===== src/suc_regs.svh =====
// register offsets, field positions, reset values and bus response codes of the serial unit
`ifndef SUC_REGS_SVH
`define SUC_REGS_SVH

`define SUC_OFF_PRESCALE 8'h00
`define SUC_OFF_CH0_MODE_LOW 8'h04
`define SUC_OFF_CH1_MODE_HIGH 8'h08
`define SUC_OFF_CH1_MODE_LOW 8'h0C
`define SUC_OFF_CH1_SETUP_HIGH 8'h10
`define SUC_OFF_CH1_SETUP_LOW 8'h14
`define SUC_OFF_CH1_DIVIDER 8'h18
`define SUC_OFF_CH1_RUN 8'h1C
`define SUC_OFF_CH1_RX_DATA 8'h20
`define SUC_OFF_IRQ_STATUS 8'h24
`define SUC_OFF_IRQ_MASK 8'h28
`define SUC_OFF_CH1_STATUS 8'h2C

`define SUC_RST_PRESCALE 8'h00
`define SUC_RST_CH0_MODE_LOW 8'h00
`define SUC_RST_CH1_MODE_HIGH 8'h00
`define SUC_RST_CH1_MODE_LOW 8'h00
`define SUC_RST_CH1_SETUP_HIGH 8'h00
`define SUC_RST_CH1_SETUP_LOW 8'h01
`define SUC_RST_CH1_DIVIDER 8'h00
`define SUC_RST_IRQ_MASK 2'h0

`define SUC_FIXED_MODE_LOW 8'h20

`define SUC_BIT_LEVEL_INVERT 6
`define SUC_BIT_MODE_SELECT 1
`define SUC_BIT_IRQ_SOURCE 0
`define SUC_BIT_OPCLK_SELECT 7
`define SUC_BIT_XFER_CLOCK 6
`define SUC_BIT_TRIGGER_SOURCE 0
`define SUC_BIT_TX_ENABLE 7
`define SUC_BIT_RX_ENABLE 6
`define SUC_BIT_ERROR_MASK 2
`define SUC_BIT_CHAR_LENGTH 0
`define SUC_BIT_RUN_START 0
`define SUC_BIT_RUN_STOP 1

`define SUC_IRQ_COMPLETE 0
`define SUC_IRQ_ERROR 1

`define SUC_AXI_OKAY 2'h0
`define SUC_AXI_SLVERR 2'h2

`endif


===== src/suc_pkg.sv =====
// types shared by the serial unit files
package suc_pkg;

    typedef enum logic [2:0] {
        RX_IDLE,
        RX_START,
        RX_DATA,
        RX_PARITY,
        RX_STOP
    } suc_rx_state_e;

    typedef enum logic [1:0] {
        PAR_NONE,
        PAR_ZERO,
        PAR_EVEN,
        PAR_ODD
    } suc_parity_e;

    typedef struct packed {
        logic [3:0] clk0_prescale;
        logic [3:0] clk1_prescale;
        logic ch1_opclk_select;
        logic ch1_xfer_clock_select;
        logic ch1_trigger_source;
        logic rx_level_invert;
        logic ch1_mode_select;
        logic ch1_irq_source_select;
        logic ch1_tx_enable;
        logic ch1_rx_enable;
        logic error_irq_mask;
        suc_parity_e parity;
        logic char_length_select;
        logic [6:0] divider;
    } suc_ch1_cfg_s;

    typedef struct packed {
        logic parity_error;
        logic framing_error;
        logic overrun_error;
    } suc_rx_err_s;

endpackage


===== src/suc_clkgen.sv =====
// operation clock prescaler and transfer clock divider for channel 1
`timescale 1ns/1ps
module suc_clkgen (
    input wire logic aclk,
    input wire logic aresetn,
    input wire logic ce,
    input wire logic restart,
    input wire logic [3:0] prescale,
    input wire logic use_ext_clock,
    input wire logic ext_clock_rise,
    input wire logic [6:0] divider,
    output logic sample_tick
);
    logic [14:0] pre_cnt_reg;
    logic [7:0] div_cnt_reg;
    logic sample_reg;
    logic [14:0] pre_mask;
    logic mck_tick;
    logic [7:0] div_last;
    logic [7:0] div_mid;
    logic div_wrap;
    logic sample_next;

    // operation clock is aclk divided by 2^n, n = 0 gives every cycle
    assign pre_mask = 15'((16'h0001 << prescale) - 16'h0001);
    assign mck_tick = (pre_cnt_reg & pre_mask) == pre_mask;
    // bit period is 2*(divider+1) operation clocks; sample at the middle
    assign div_last = {divider, 1'b1};
    assign div_mid = {1'b0, divider};
    assign div_wrap = div_cnt_reg == div_last;
    // slave transfer clock takes each rising edge of the serial clock pin
    assign sample_next = use_ext_clock ? ext_clock_rise :
        (mck_tick && (div_cnt_reg == div_mid));

    always_ff @(posedge aclk) begin
        if (!aresetn) begin
            pre_cnt_reg <= 15'h0000;
            div_cnt_reg <= 8'h00;
            sample_reg <= 1'b0;
        end else if (ce) begin
            pre_cnt_reg <= pre_cnt_reg + 15'h0001;
            sample_reg <= sample_next && !restart;
            if (restart) begin
                div_cnt_reg <= 8'h00;
            end else if (mck_tick) begin
                div_cnt_reg <= div_wrap ? 8'h00 : div_cnt_reg + 8'h01;
            end
        end
    end

    assign sample_tick = sample_reg;
endmodule


===== src/suc_uart_rx.sv =====
// Notes on behaviour
// - operation clock zero is the input clock divided by 2^n, n of 0 to 15.
// - channel 1 clock select: 0 takes operation clock zero, 1 operation clock one.
// - channel 1 mode bit: 0 clocked serial, 1 UART; the channel 0 mode bit is only stored and read back.
// - transfer clock select: 0 divided operation clock, 1 external serial clock pin.
// - trigger source: 0 software only, 1 valid edge on the receive pin.
// - level invert: 0 falling start edge, data as is; 1 rising edge, inverted.
// - interrupt source: 0 transfer end, 1 buffer empty when data moves out.
// - enable field: 00 off, 01 receive, 10 transmit, 11 both.
// - error mask 0: complete interrupt always; 1: errors raise error, not complete.
// - parity: 00 none, 01 zero parity unchecked, 10 even, 11 odd.
// - length bit: 0 seven data bits, 1 eight data bits.
// - transfer clock is operation clock over 2*(divider+1), 2 up to 256.
`timescale 1ns/1ps
`include "suc_regs.svh"
module suc_uart_rx (
    input wire logic aclk,
    input wire logic aresetn,
    input wire logic ce,
    input wire logic [7:0] s_axi_awaddr,
    input wire logic s_axi_awvalid,
    output logic s_axi_awready,
    input wire logic [31:0] s_axi_wdata,
    input wire logic [3:0] s_axi_wstrb,
    input wire logic s_axi_wvalid,
    output logic s_axi_wready,
    output logic [1:0] s_axi_bresp,
    output logic s_axi_bvalid,
    input wire logic s_axi_bready,
    input wire logic [7:0] s_axi_araddr,
    input wire logic s_axi_arvalid,
    output logic s_axi_arready,
    output logic [31:0] s_axi_rdata,
    output logic [1:0] s_axi_rresp,
    output logic s_axi_rvalid,
    input wire logic s_axi_rready,
    input wire logic uart_receive_pin,
    input wire logic serial_clock_pin,
    output logic irq
);
    // software visible registers
    logic [7:0] prescale_reg;
    logic [7:0] ch0_mode_low_reg;
    logic [7:0] ch1_mode_high_reg;
    logic [7:0] ch1_mode_low_reg;
    logic [7:0] ch1_setup_high_reg;
    logic [7:0] ch1_setup_low_reg;
    logic [7:0] ch1_divider_reg;
    logic [1:0] irq_status_reg;
    logic [1:0] irq_mask_reg;
    logic run_reg;
    logic [7:0] rx_data_reg;
    logic rx_full_reg;
    suc_pkg::suc_rx_err_s err_reg;
    // active copy of the configuration, frozen while running
    suc_pkg::suc_ch1_cfg_s cfg_reg;
    suc_pkg::suc_ch1_cfg_s cfg_next;
    // axi slave state
    logic aw_held_reg;
    logic w_held_reg;
    logic [7:0] aw_addr_reg;
    logic [7:0] w_data_reg;
    logic w_strb_reg;
    logic awready_reg;
    logic wready_reg;
    logic bvalid_reg;
    logic [1:0] bresp_reg;
    logic arready_reg;
    logic rvalid_reg;
    logic [31:0] rdata_reg;
    logic [1:0] rresp_reg;
    logic irq_reg;
    // receiver state
    suc_pkg::suc_rx_state_e state_reg;
    logic [7:0] shift_reg;
    logic [3:0] bit_cnt_reg;
    logic parity_acc_reg;
    logic pin_prev_reg;
    logic sck_prev_reg;
    logic [7:0] shift_next;

    function automatic logic reg_hit(input logic [7:0] addr, input logic [7:0] off);
        reg_hit = (addr[7:2] == off[7:2]);
    endfunction

    function automatic logic wr_mapped_r(input logic [7:0] a);
        wr_mapped_r = (a[7:2] <= `SUC_OFF_CH1_STATUS >> 2);
    endfunction

    // write channel decode
    wire aw_take = s_axi_awvalid && awready_reg;
    wire w_take = s_axi_wvalid && wready_reg;
    wire have_aw = aw_held_reg || aw_take;
    wire have_w = w_held_reg || w_take;
    wire do_write = have_aw && have_w && !bvalid_reg;
    wire [7:0] wr_addr = aw_held_reg ? aw_addr_reg : s_axi_awaddr;
    wire [7:0] wr_byte = w_held_reg ? w_data_reg : s_axi_wdata[7:0];
    wire wr_lane = w_held_reg ? w_strb_reg : s_axi_wstrb[0];
    wire wr_en = do_write && wr_lane;
    wire wr_prescale = wr_en && reg_hit(wr_addr, `SUC_OFF_PRESCALE);
    wire wr_ch0_mode = wr_en && reg_hit(wr_addr, `SUC_OFF_CH0_MODE_LOW);
    wire wr_mode_high = wr_en && reg_hit(wr_addr, `SUC_OFF_CH1_MODE_HIGH);
    wire wr_mode_low = wr_en && reg_hit(wr_addr, `SUC_OFF_CH1_MODE_LOW);
    wire wr_setup_high = wr_en && reg_hit(wr_addr, `SUC_OFF_CH1_SETUP_HIGH);
    wire wr_setup_low = wr_en && reg_hit(wr_addr, `SUC_OFF_CH1_SETUP_LOW);
    wire wr_divider = wr_en && reg_hit(wr_addr, `SUC_OFF_CH1_DIVIDER);
    wire wr_run = wr_en && reg_hit(wr_addr, `SUC_OFF_CH1_RUN);
    wire wr_status = wr_en && reg_hit(wr_addr, `SUC_OFF_IRQ_STATUS);
    wire wr_mask = wr_en && reg_hit(wr_addr, `SUC_OFF_IRQ_MASK);
    wire wr_mapped = reg_hit(wr_addr, `SUC_OFF_PRESCALE) ||
        reg_hit(wr_addr, `SUC_OFF_CH0_MODE_LOW) || reg_hit(wr_addr, `SUC_OFF_CH1_MODE_HIGH) ||
        reg_hit(wr_addr, `SUC_OFF_CH1_MODE_LOW) || reg_hit(wr_addr, `SUC_OFF_CH1_SETUP_HIGH) ||
        reg_hit(wr_addr, `SUC_OFF_CH1_SETUP_LOW) || reg_hit(wr_addr, `SUC_OFF_CH1_DIVIDER) ||
        reg_hit(wr_addr, `SUC_OFF_CH1_RUN) || reg_hit(wr_addr, `SUC_OFF_IRQ_STATUS) ||
        reg_hit(wr_addr, `SUC_OFF_IRQ_MASK);
    wire run_start = wr_run && wr_byte[`SUC_BIT_RUN_START];
    wire run_stop = wr_run && wr_byte[`SUC_BIT_RUN_STOP];

    // read channel decode
    wire ar_take = s_axi_arvalid && arready_reg;
    wire [7:0] ra = s_axi_araddr;
    wire rd_data_hit = reg_hit(ra, `SUC_OFF_CH1_RX_DATA);
    wire [7:0] status_byte = {2'h0, err_reg, rx_full_reg, (state_reg != suc_pkg::RX_IDLE),
        run_reg};
    wire [7:0] rd_byte =
        reg_hit(ra, `SUC_OFF_PRESCALE) ? prescale_reg :
        reg_hit(ra, `SUC_OFF_CH0_MODE_LOW) ? (ch0_mode_low_reg | `SUC_FIXED_MODE_LOW) :
        reg_hit(ra, `SUC_OFF_CH1_MODE_HIGH) ? ch1_mode_high_reg :
        reg_hit(ra, `SUC_OFF_CH1_MODE_LOW) ? (ch1_mode_low_reg | `SUC_FIXED_MODE_LOW) :
        reg_hit(ra, `SUC_OFF_CH1_SETUP_HIGH) ? ch1_setup_high_reg :
        reg_hit(ra, `SUC_OFF_CH1_SETUP_LOW) ? ch1_setup_low_reg :
        reg_hit(ra, `SUC_OFF_CH1_DIVIDER) ? ch1_divider_reg :
        reg_hit(ra, `SUC_OFF_CH1_RUN) ? {7'h00, run_reg} :
        rd_data_hit ? rx_data_reg :
        reg_hit(ra, `SUC_OFF_IRQ_STATUS) ? {6'h00, irq_status_reg} :
        reg_hit(ra, `SUC_OFF_IRQ_MASK) ? {6'h00, irq_mask_reg} :
        reg_hit(ra, `SUC_OFF_CH1_STATUS) ? status_byte : 8'h00;
    wire rd_mapped = wr_mapped_r(ra);

    // configuration image as written, copied to the active set only while stopped
    always_comb begin
        cfg_next.clk0_prescale = prescale_reg[3:0];
        cfg_next.clk1_prescale = prescale_reg[7:4];
        cfg_next.ch1_opclk_select = ch1_mode_high_reg[`SUC_BIT_OPCLK_SELECT];
        cfg_next.ch1_xfer_clock_select = ch1_mode_high_reg[`SUC_BIT_XFER_CLOCK];
        cfg_next.ch1_trigger_source = ch1_mode_high_reg[`SUC_BIT_TRIGGER_SOURCE];
        cfg_next.rx_level_invert = ch1_mode_low_reg[`SUC_BIT_LEVEL_INVERT];
        cfg_next.ch1_mode_select = ch1_mode_low_reg[`SUC_BIT_MODE_SELECT];
        cfg_next.ch1_irq_source_select = ch1_mode_low_reg[`SUC_BIT_IRQ_SOURCE];
        cfg_next.ch1_tx_enable = ch1_setup_high_reg[`SUC_BIT_TX_ENABLE];
        cfg_next.ch1_rx_enable = ch1_setup_high_reg[`SUC_BIT_RX_ENABLE];
        cfg_next.error_irq_mask = ch1_setup_high_reg[`SUC_BIT_ERROR_MASK];
        cfg_next.parity = suc_pkg::suc_parity_e'(ch1_setup_high_reg[1:0]);
        cfg_next.char_length_select = ch1_setup_low_reg[`SUC_BIT_CHAR_LENGTH];
        cfg_next.divider = ch1_divider_reg[7:1];
    end

    // clock selection and transfer clock
    wire [3:0] sel_prescale = cfg_reg.ch1_opclk_select ? cfg_reg.clk1_prescale :
        cfg_reg.clk0_prescale;
    wire sck_rise = serial_clock_pin && !sck_prev_reg;
    wire sample_tick;

    // receive path
    wire rx_bit = uart_receive_pin ^ cfg_reg.rx_level_invert;
    wire start_edge = cfg_reg.rx_level_invert ? (uart_receive_pin && !pin_prev_reg) :
        (!uart_receive_pin && pin_prev_reg);
    // receiving needs UART mode, receive enabled and the pin edge as trigger
    wire rx_armed = run_reg && cfg_reg.ch1_mode_select && cfg_reg.ch1_rx_enable &&
        cfg_reg.ch1_trigger_source;
    wire begin_frame = (state_reg == suc_pkg::RX_IDLE) && rx_armed && start_edge;
    wire [3:0] data_bits = cfg_reg.char_length_select ? 4'h8 : 4'h7;
    wire last_data = bit_cnt_reg == (data_bits - 4'h1);
    wire has_parity = cfg_reg.parity != suc_pkg::PAR_NONE;
    wire parity_bad = ((cfg_reg.parity == suc_pkg::PAR_EVEN) && (parity_acc_reg ^ rx_bit)) ||
        ((cfg_reg.parity == suc_pkg::PAR_ODD) && !(parity_acc_reg ^ rx_bit));
    wire at_parity = sample_tick && (state_reg == suc_pkg::RX_PARITY);
    wire at_stop = sample_tick && (state_reg == suc_pkg::RX_STOP);
    // data leaves the shift register once the last data bit is in
    wire data_move = sample_tick && (state_reg == suc_pkg::RX_DATA) && last_data;
    wire frame_err = at_stop && !rx_bit;
    wire any_err = at_stop && (!rx_bit || err_reg.parity_error || err_reg.overrun_error);
    wire end_event = cfg_reg.ch1_irq_source_select ? data_move : at_stop;
    wire error_event = any_err && cfg_reg.error_irq_mask;
    wire complete_event = end_event && !(cfg_reg.error_irq_mask &&
        (cfg_reg.ch1_irq_source_select ? err_reg.overrun_error || rx_full_reg : any_err));
    wire [1:0] irq_set = {error_event, complete_event};

    // shift in lsb first, seven bit characters land in bits 6 to 0
    always_comb begin
        shift_next = {rx_bit, shift_reg[7:1]};
        if (!cfg_reg.char_length_select && last_data) begin
            shift_next = {1'b0, rx_bit, shift_reg[7:2]};
        end
    end

    suc_clkgen u_clkgen (
        .aclk(aclk),
        .aresetn(aresetn),
        .ce(ce),
        .restart(begin_frame),
        .prescale(sel_prescale),
        .use_ext_clock(cfg_reg.ch1_xfer_clock_select),
        .ext_clock_rise(sck_rise),
        .divider(cfg_reg.divider),
        .sample_tick(sample_tick)
    );

    // axi write handshake
    always_ff @(posedge aclk) begin
        if (!aresetn) begin
            aw_held_reg <= 1'b0;
            w_held_reg <= 1'b0;
            aw_addr_reg <= 8'h00;
            w_data_reg <= 8'h00;
            w_strb_reg <= 1'b0;
            awready_reg <= 1'b0;
            wready_reg <= 1'b0;
            bvalid_reg <= 1'b0;
            bresp_reg <= `SUC_AXI_OKAY;
        end else if (ce) begin
            if (aw_take) begin
                aw_addr_reg <= s_axi_awaddr;
            end
            if (w_take) begin
                w_data_reg <= s_axi_wdata[7:0];
                w_strb_reg <= s_axi_wstrb[0];
            end
            aw_held_reg <= have_aw && !do_write;
            w_held_reg <= have_w && !do_write;
            awready_reg <= !have_aw && !bvalid_reg && !(bvalid_reg && s_axi_bready);
            wready_reg <= !have_w && !bvalid_reg;
            if (do_write) begin
                bvalid_reg <= 1'b1;
                bresp_reg <= wr_mapped ? `SUC_AXI_OKAY : `SUC_AXI_SLVERR;
                awready_reg <= 1'b0;
                wready_reg <= 1'b0;
            end else if (bvalid_reg && s_axi_bready) begin
                bvalid_reg <= 1'b0;
            end
        end
    end

    // axi read handshake
    always_ff @(posedge aclk) begin
        if (!aresetn) begin
            arready_reg <= 1'b0;
            rvalid_reg <= 1'b0;
            rdata_reg <= 32'h00000000;
            rresp_reg <= `SUC_AXI_OKAY;
        end else if (ce) begin
            arready_reg <= !rvalid_reg && !ar_take;
            if (ar_take) begin
                rvalid_reg <= 1'b1;
                rdata_reg <= {24'h000000, rd_byte};
                rresp_reg <= rd_mapped ? `SUC_AXI_OKAY : `SUC_AXI_SLVERR;
            end else if (rvalid_reg && s_axi_rready) begin
                rvalid_reg <= 1'b0;
            end
        end
    end

    // configuration registers and active copy
    always_ff @(posedge aclk) begin
        if (!aresetn) begin
            prescale_reg <= `SUC_RST_PRESCALE;
            ch0_mode_low_reg <= `SUC_RST_CH0_MODE_LOW;
            ch1_mode_high_reg <= `SUC_RST_CH1_MODE_HIGH;
            ch1_mode_low_reg <= `SUC_RST_CH1_MODE_LOW;
            ch1_setup_high_reg <= `SUC_RST_CH1_SETUP_HIGH;
            ch1_setup_low_reg <= `SUC_RST_CH1_SETUP_LOW;
            ch1_divider_reg <= `SUC_RST_CH1_DIVIDER;
            irq_mask_reg <= `SUC_RST_IRQ_MASK;
            run_reg <= 1'b0;
            cfg_reg <= '0;
        end else if (ce) begin
            if (wr_prescale) prescale_reg <= wr_byte;
            if (wr_ch0_mode) ch0_mode_low_reg <= wr_byte & 8'h42;
            if (wr_mode_high) ch1_mode_high_reg <= wr_byte & 8'hC1;
            if (wr_mode_low) ch1_mode_low_reg <= wr_byte & 8'h43;
            if (wr_setup_high) ch1_setup_high_reg <= wr_byte & 8'hF7;
            if (wr_setup_low) ch1_setup_low_reg <= wr_byte & 8'h01;
            if (wr_divider) ch1_divider_reg <= wr_byte & 8'hFE;
            if (wr_mask) irq_mask_reg <= wr_byte[1:0];
            if (run_stop) begin
                run_reg <= 1'b0;
            end else if (run_start) begin
                run_reg <= 1'b1;
            end
            if (!run_reg) begin
                cfg_reg <= cfg_next;
            end
        end
    end

    // receive state machine
    always_ff @(posedge aclk) begin
        if (!aresetn) begin
            state_reg <= suc_pkg::RX_IDLE;
            shift_reg <= 8'h00;
            bit_cnt_reg <= 4'h0;
            parity_acc_reg <= 1'b0;
            pin_prev_reg <= 1'b1;
            sck_prev_reg <= 1'b0;
        end else if (ce) begin
            pin_prev_reg <= uart_receive_pin;
            sck_prev_reg <= serial_clock_pin;
            case (state_reg)
                suc_pkg::RX_IDLE: begin
                    if (begin_frame) state_reg <= suc_pkg::RX_START;
                end
                suc_pkg::RX_START: begin
                    if (sample_tick) begin
                        // a start level gone by mid bit was a glitch
                        state_reg <= rx_bit ? suc_pkg::RX_IDLE : suc_pkg::RX_DATA;
                        bit_cnt_reg <= 4'h0;
                        parity_acc_reg <= 1'b0;
                    end
                end
                suc_pkg::RX_DATA: begin
                    if (sample_tick) begin
                        shift_reg <= shift_next;
                        parity_acc_reg <= parity_acc_reg ^ rx_bit;
                        bit_cnt_reg <= bit_cnt_reg + 4'h1;
                        if (last_data) begin
                            state_reg <= has_parity ? suc_pkg::RX_PARITY : suc_pkg::RX_STOP;
                        end
                    end
                end
                suc_pkg::RX_PARITY: begin
                    if (sample_tick) state_reg <= suc_pkg::RX_STOP;
                end
                suc_pkg::RX_STOP: begin
                    if (sample_tick) state_reg <= suc_pkg::RX_IDLE;
                end
                default: state_reg <= suc_pkg::RX_IDLE;
            endcase
            if (!rx_armed) begin
                state_reg <= suc_pkg::RX_IDLE;
            end
        end
    end

    // received data, error flags and interrupt status
    always_ff @(posedge aclk) begin
        if (!aresetn) begin
            rx_data_reg <= 8'h00;
            rx_full_reg <= 1'b0;
            err_reg <= '0;
            irq_status_reg <= 2'h0;
            irq_reg <= 1'b0;
        end else if (ce) begin
            if (data_move) begin
                rx_data_reg <= shift_next;
                rx_full_reg <= 1'b1;
            end else if (ar_take && rd_data_hit) begin
                rx_full_reg <= 1'b0;
            end
            if (begin_frame) begin
                err_reg <= '0;
            end else begin
                if (data_move && rx_full_reg && !(ar_take && rd_data_hit)) begin
                    err_reg.overrun_error <= 1'b1;
                end
                if (at_parity && parity_bad) err_reg.parity_error <= 1'b1;
                if (frame_err) err_reg.framing_error <= 1'b1;
            end
            // a new event wins over a clear in the same cycle
            irq_status_reg <= (irq_status_reg & ~(wr_status ? wr_byte[1:0] : 2'h0)) | irq_set;
            irq_reg <= |(((irq_status_reg & ~(wr_status ? wr_byte[1:0] : 2'h0)) | irq_set) &
                irq_mask_reg);
        end
    end

    assign s_axi_awready = awready_reg;
    assign s_axi_wready = wready_reg;
    assign s_axi_bvalid = bvalid_reg;
    assign s_axi_bresp = bresp_reg;
    assign s_axi_arready = arready_reg;
    assign s_axi_rvalid = rvalid_reg;
    assign s_axi_rdata = rdata_reg;
    assign s_axi_rresp = rresp_reg;
    assign irq = irq_reg;
endmodule


===== config.mk =====
export PLATFORM = sky130hd
export DESIGN_NAME = suc_uart_rx
export DESIGN_NICKNAME = d
export VERILOG_FILES = /design/src/suc_pkg.sv /design/src/suc_clkgen.sv /design/src/suc_uart_rx.sv
export VERILOG_INCLUDE_DIRS = /design/src
export SDC_FILE = /design/constraint.sdc
export NUM_CORES = 1
export LEC_CHECK = 0
export ABC_AREA = 1
export BUFFER_PORTS_ARGS = -buffer_cell sky130_fd_sc_hd__buf_2
export CELL_PAD_IN_SITES_DETAIL_PLACEMENT = 1
export CELL_PAD_IN_SITES_GLOBAL_PLACEMENT = 2
export CORE_MARGIN = 2
export CORE_UTILIZATION = 35
export CTS_CLUSTER_SIZE = 30
export DETAILED_ROUTE_END_ITERATION = 7
export GPL_TIMING_DRIVEN = 0
export PLACE_DENSITY_LB_ADDON = 0.1
export SLEW_MARGIN = 20
export SYNTH_ARGS = -nofsm -noshare
export SYNTH_HDL_FRONTEND = slang
export SYNTH_SLANG_ARGS = --single-unit

===== constraint.sdc =====
create_clock -name aclk -period 3.6 [get_ports aclk]
set_input_delay 0.72 -clock aclk [delete_from_list [all_inputs] [get_ports aclk]]
set_output_delay 0.72 -clock aclk [all_outputs]
set_load 0.02 [all_outputs]

==> flow_metrics.env <==
export IMPL_nNetsFinal=1240
export IMPL_synth_top_area_share=0.391
export IMPL_cpPeakStageDelay_ps=330
export IMPL_clk_latency_ps=440
export IMPL_die_w_um=151
export IMPL_synth_cells=1084
export IMPL_synth_edff_count=0
export IMPL_yosys_top_cells_area="dfxtp_1, a21oi_1, o21ai_0"
export IMPL_cap_violations=0
export IMPL_hold_class="flop to flop"
export IMPL_dp_cells=1430
export IMPL_met1_length_um=12400
export IMPL_layout_cells_non_filler=1462
export IMPL_start_kind="flop"
export IMPL_track_usage=0.240
export IMPL_portBuffers=46
export IMPL_finalSetupViolations=0
export IMPL_cts_root_buffer="clkbuf_16"
export IMPL_cts_tree="yes"
export IMPL_drtPass1Iterations=5
export IMPL_fp_row_count=53
export IMPL_path_max_fanout=10
export IMPL_leakagePower_uw=0.00358
export IMPL_power_density_nw_per_um2=450
export IMPL_clock_fmax_mhz=380
export IMPL_synth_ff_type="dfxtp_1"
export IMPL_slew_viol_final=0
export IMPL_ant_nets=0
export IMPL_top_layer_used="met4"
export IMPL_netlist_top_cell_by_area="dfxtp_1"
export IMPL_grt_ovfl_total=0
export IMPL_drt_iter0_markers=375
export IMPL_synth_seq_cells=148
export IMPL_cts_clk_slew_worst_paths_ps=70
export IMPL_end_kind="flop"
export IMPL_yosys_warnings=0
export IMPL_finalCritPeriodShare=0.731
export IMPL_core_area_sq_um=21200
export IMPL_largest_reg_flops=26
export IMPL_async_flop_share=0
export IMPL_cts_hold_fix_buffers=0
export IMPL_wl_met2_um=12200
export IMPL_netlist_area_sq_um=7590
export IMPL_crit_arrival_ps=2920
export IMPL_status="complete, no violations"
export IMPL_finalHoldViolCount=0
export IMPL_cts_setup_buffers=0
export IMPL_ff2ff_setup_slack_ps=970
export IMPL_place_hpwl_um=19900
export IMPL_grt_pass1_vias=7301
export IMPL_gp_congestion=0.819
export IMPL_crit_slowest_cell="dfxtp_1"
export IMPL_wl_um=26100
export IMPL_htreeDepth=4
export IMPL_wl_per_cell_um=17.8
export IMPL_criticalPathCategory="flop to flop"
export IMPL_multi_input_area_sq_um=3810
export IMPL_diodes=0
export IMPL_finalCriticalPeriod_ps=2630
export IMPL_clock_path_buffers=2
export IMPL_numCtsBuffers=17
export IMPL_p_clk_frac=0.455
export IMPL_vias=7360
export IMPL_swShare=0.296
export IMPL_cts_sinks=148
export IMPL_path_common_cell="nand2_1"
export IMPL_utilization=0.418
export IMPL_relSlewSlack=0.383
export IMPL_combPwrFrac=0.115
export IMPL_worstMarginPinSlew_ps=925
export IMPL_switching_power_uw=1180
export IMPL_sequentialPowerShare=0.430
export IMPL_vdd_drop_max_uv=259
export IMPL_p_int_uw=2800
export IMPL_synth_common_cells="nand2_1, a21oi_1, dfxtp_1, inv_1, o21ai_0"
export IMPL_rsz0062_at_grt="false"
export IMPL_die_y_um=151
export IMPL_clock_skew_ps=13.2
export IMPL_yosys_cell_types_count=53
export IMPL_io_pins=104
export IMPL_synth_most_common_cell="nand2_1"
export IMPL_synth_avg_cell_area_sq_um=7.00
export IMPL_grt_max_degree=17
export IMPL_worstPathCellList="buf_6 > inv_12 > nand2_1 > nand2_1 > nor2_1 > nand2_1 > ha_1 > clkbuf_1 > nand2_2 > inv_2 > nand2_1 > nand2_1 > nand2_1 > nand2_1 > nor2_4 > nand3_2 > nand2_4 > nand3_1 > nand2_1 > nor2_1"
export IMPL_register_area_sq_um=2960
export IMPL_yosysSeqAreaShare=0.391
export IMPL_tns_ps=0
export IMPL_layout_area_overhead_vs_synth_pct=16.5
export IMPL_drc=0
export IMPL_wl_met3_um=968
export IMPL_grt_pass1_wl_um=41400
export IMPL_viasPerCell=5.03
export IMPL_antenna_found_initial=0
export IMPL_fill_cells=2748
export IMPL_initial_utilization=0.359
export IMPL_ctsResizeCount=0
export IMPL_required_ps=3890
export IMPL_die_area_sq_um=22900
export IMPL_drive_above_1_share=0.133
[final timing paths]
path	from	endpoint	cells past startpoint
worst min register to register	w_data_reg[7]$_SDFFE_PN0P_	w_data_reg[7]$_SDFFE_PN0P_	2
worst max register to register	cfg_reg[18]$_SDFFE_PN0P_	u_clkgen.div_cnt_reg[1]$_SDFFE_PN0P_	20
worst min-delay path	w_data_reg[7]$_SDFFE_PN0P_	w_data_reg[7]$_SDFFE_PN0P_	2
worst max-delay path	cfg_reg[18]$_SDFFE_PN0P_	u_clkgen.div_cnt_reg[1]$_SDFFE_PN0P_	20
[power groups by stage]
stage	clock [uW]	sequential (uW)	combinational, uW
CTS	1840	1710	460
global route	1910	1710	515
floorplan	0	1740	313
finish	1810	1710	458
detailed placement	0	1750	457
global placement	0	1740	452
[per-stage QoR]
stage | cell area, sq um | hold slack [ps] | power (uW) | setup slack (ps)
3_3_place_gp | 8250 | 435 | 2200 | 818
3_5_place_dp | 8250 | 444 | 2200 | 801
2_1_floorplan | 7680 | 424 | 2050 | 1470
4_1_cts | 8840 | 454 | 4010 | 962
6_report | 8840 | 447 | 3980 | 968
5_1_grt | 8840 | 463 | 4130 | 763
[final cells by class]
class                           count  share of cell area
Sequential cell                   148               0.335
Tap cell                          275              0.0389
Clock buffer                       17              0.0481
Timing Repair Buffer               46              0.0261
Clock inverter                     15              0.0178
Multi-Input combinational cell    752               0.431
Inverter                          143              0.0622
Buffer                             66              0.0409
[cell families after synthesis]
group / Yosys count / share of synthesized area
AND/OR/NAND/NOR: 396 / 0.251
AO/OA/AOI/OAI: 312 / 0.216
buffers and inverters: 209 / 0.120
flip-flops: 148 / 0.391
XOR/XNOR: 14 / 0.0162
adder cells (fa/ha/maj): 4 / 0.00660
other: 1 / 0.000494
[layer usage]
layer / up-vias / global-route usage
met1: 3495 / 0.322
met4: 0 / 0.0673
li1: 3711 / -
met2: 123 / 0.395
met3: 31 / 0.0428
met5: - / 0
[cell usage in the layout, fill, tap and decap left out, types with 26 or more instances in the layout]
master	Yosys	layout
a21oi_1	148	148
buf_2	4	50
buf_4	27	27
clkbuf_1	33	33
conb_1	1	26
dfxtp_1	148	148
inv_1	135	135
nand2_1	165	165
nand3_1	61	61
nor2_1	88	88
o21ai_0	134	134
[worst max-delay path, delay by kind of cell, from the launching register on]
kind,cells,cell delay (ps)
buffers and inverters,4,480
flip-flops,1,330
AND/OR/NAND/NOR,15,1470
adder cells (fa/ha/maj),1,180
No activity file was read; power rests on OpenSTA's default activity.
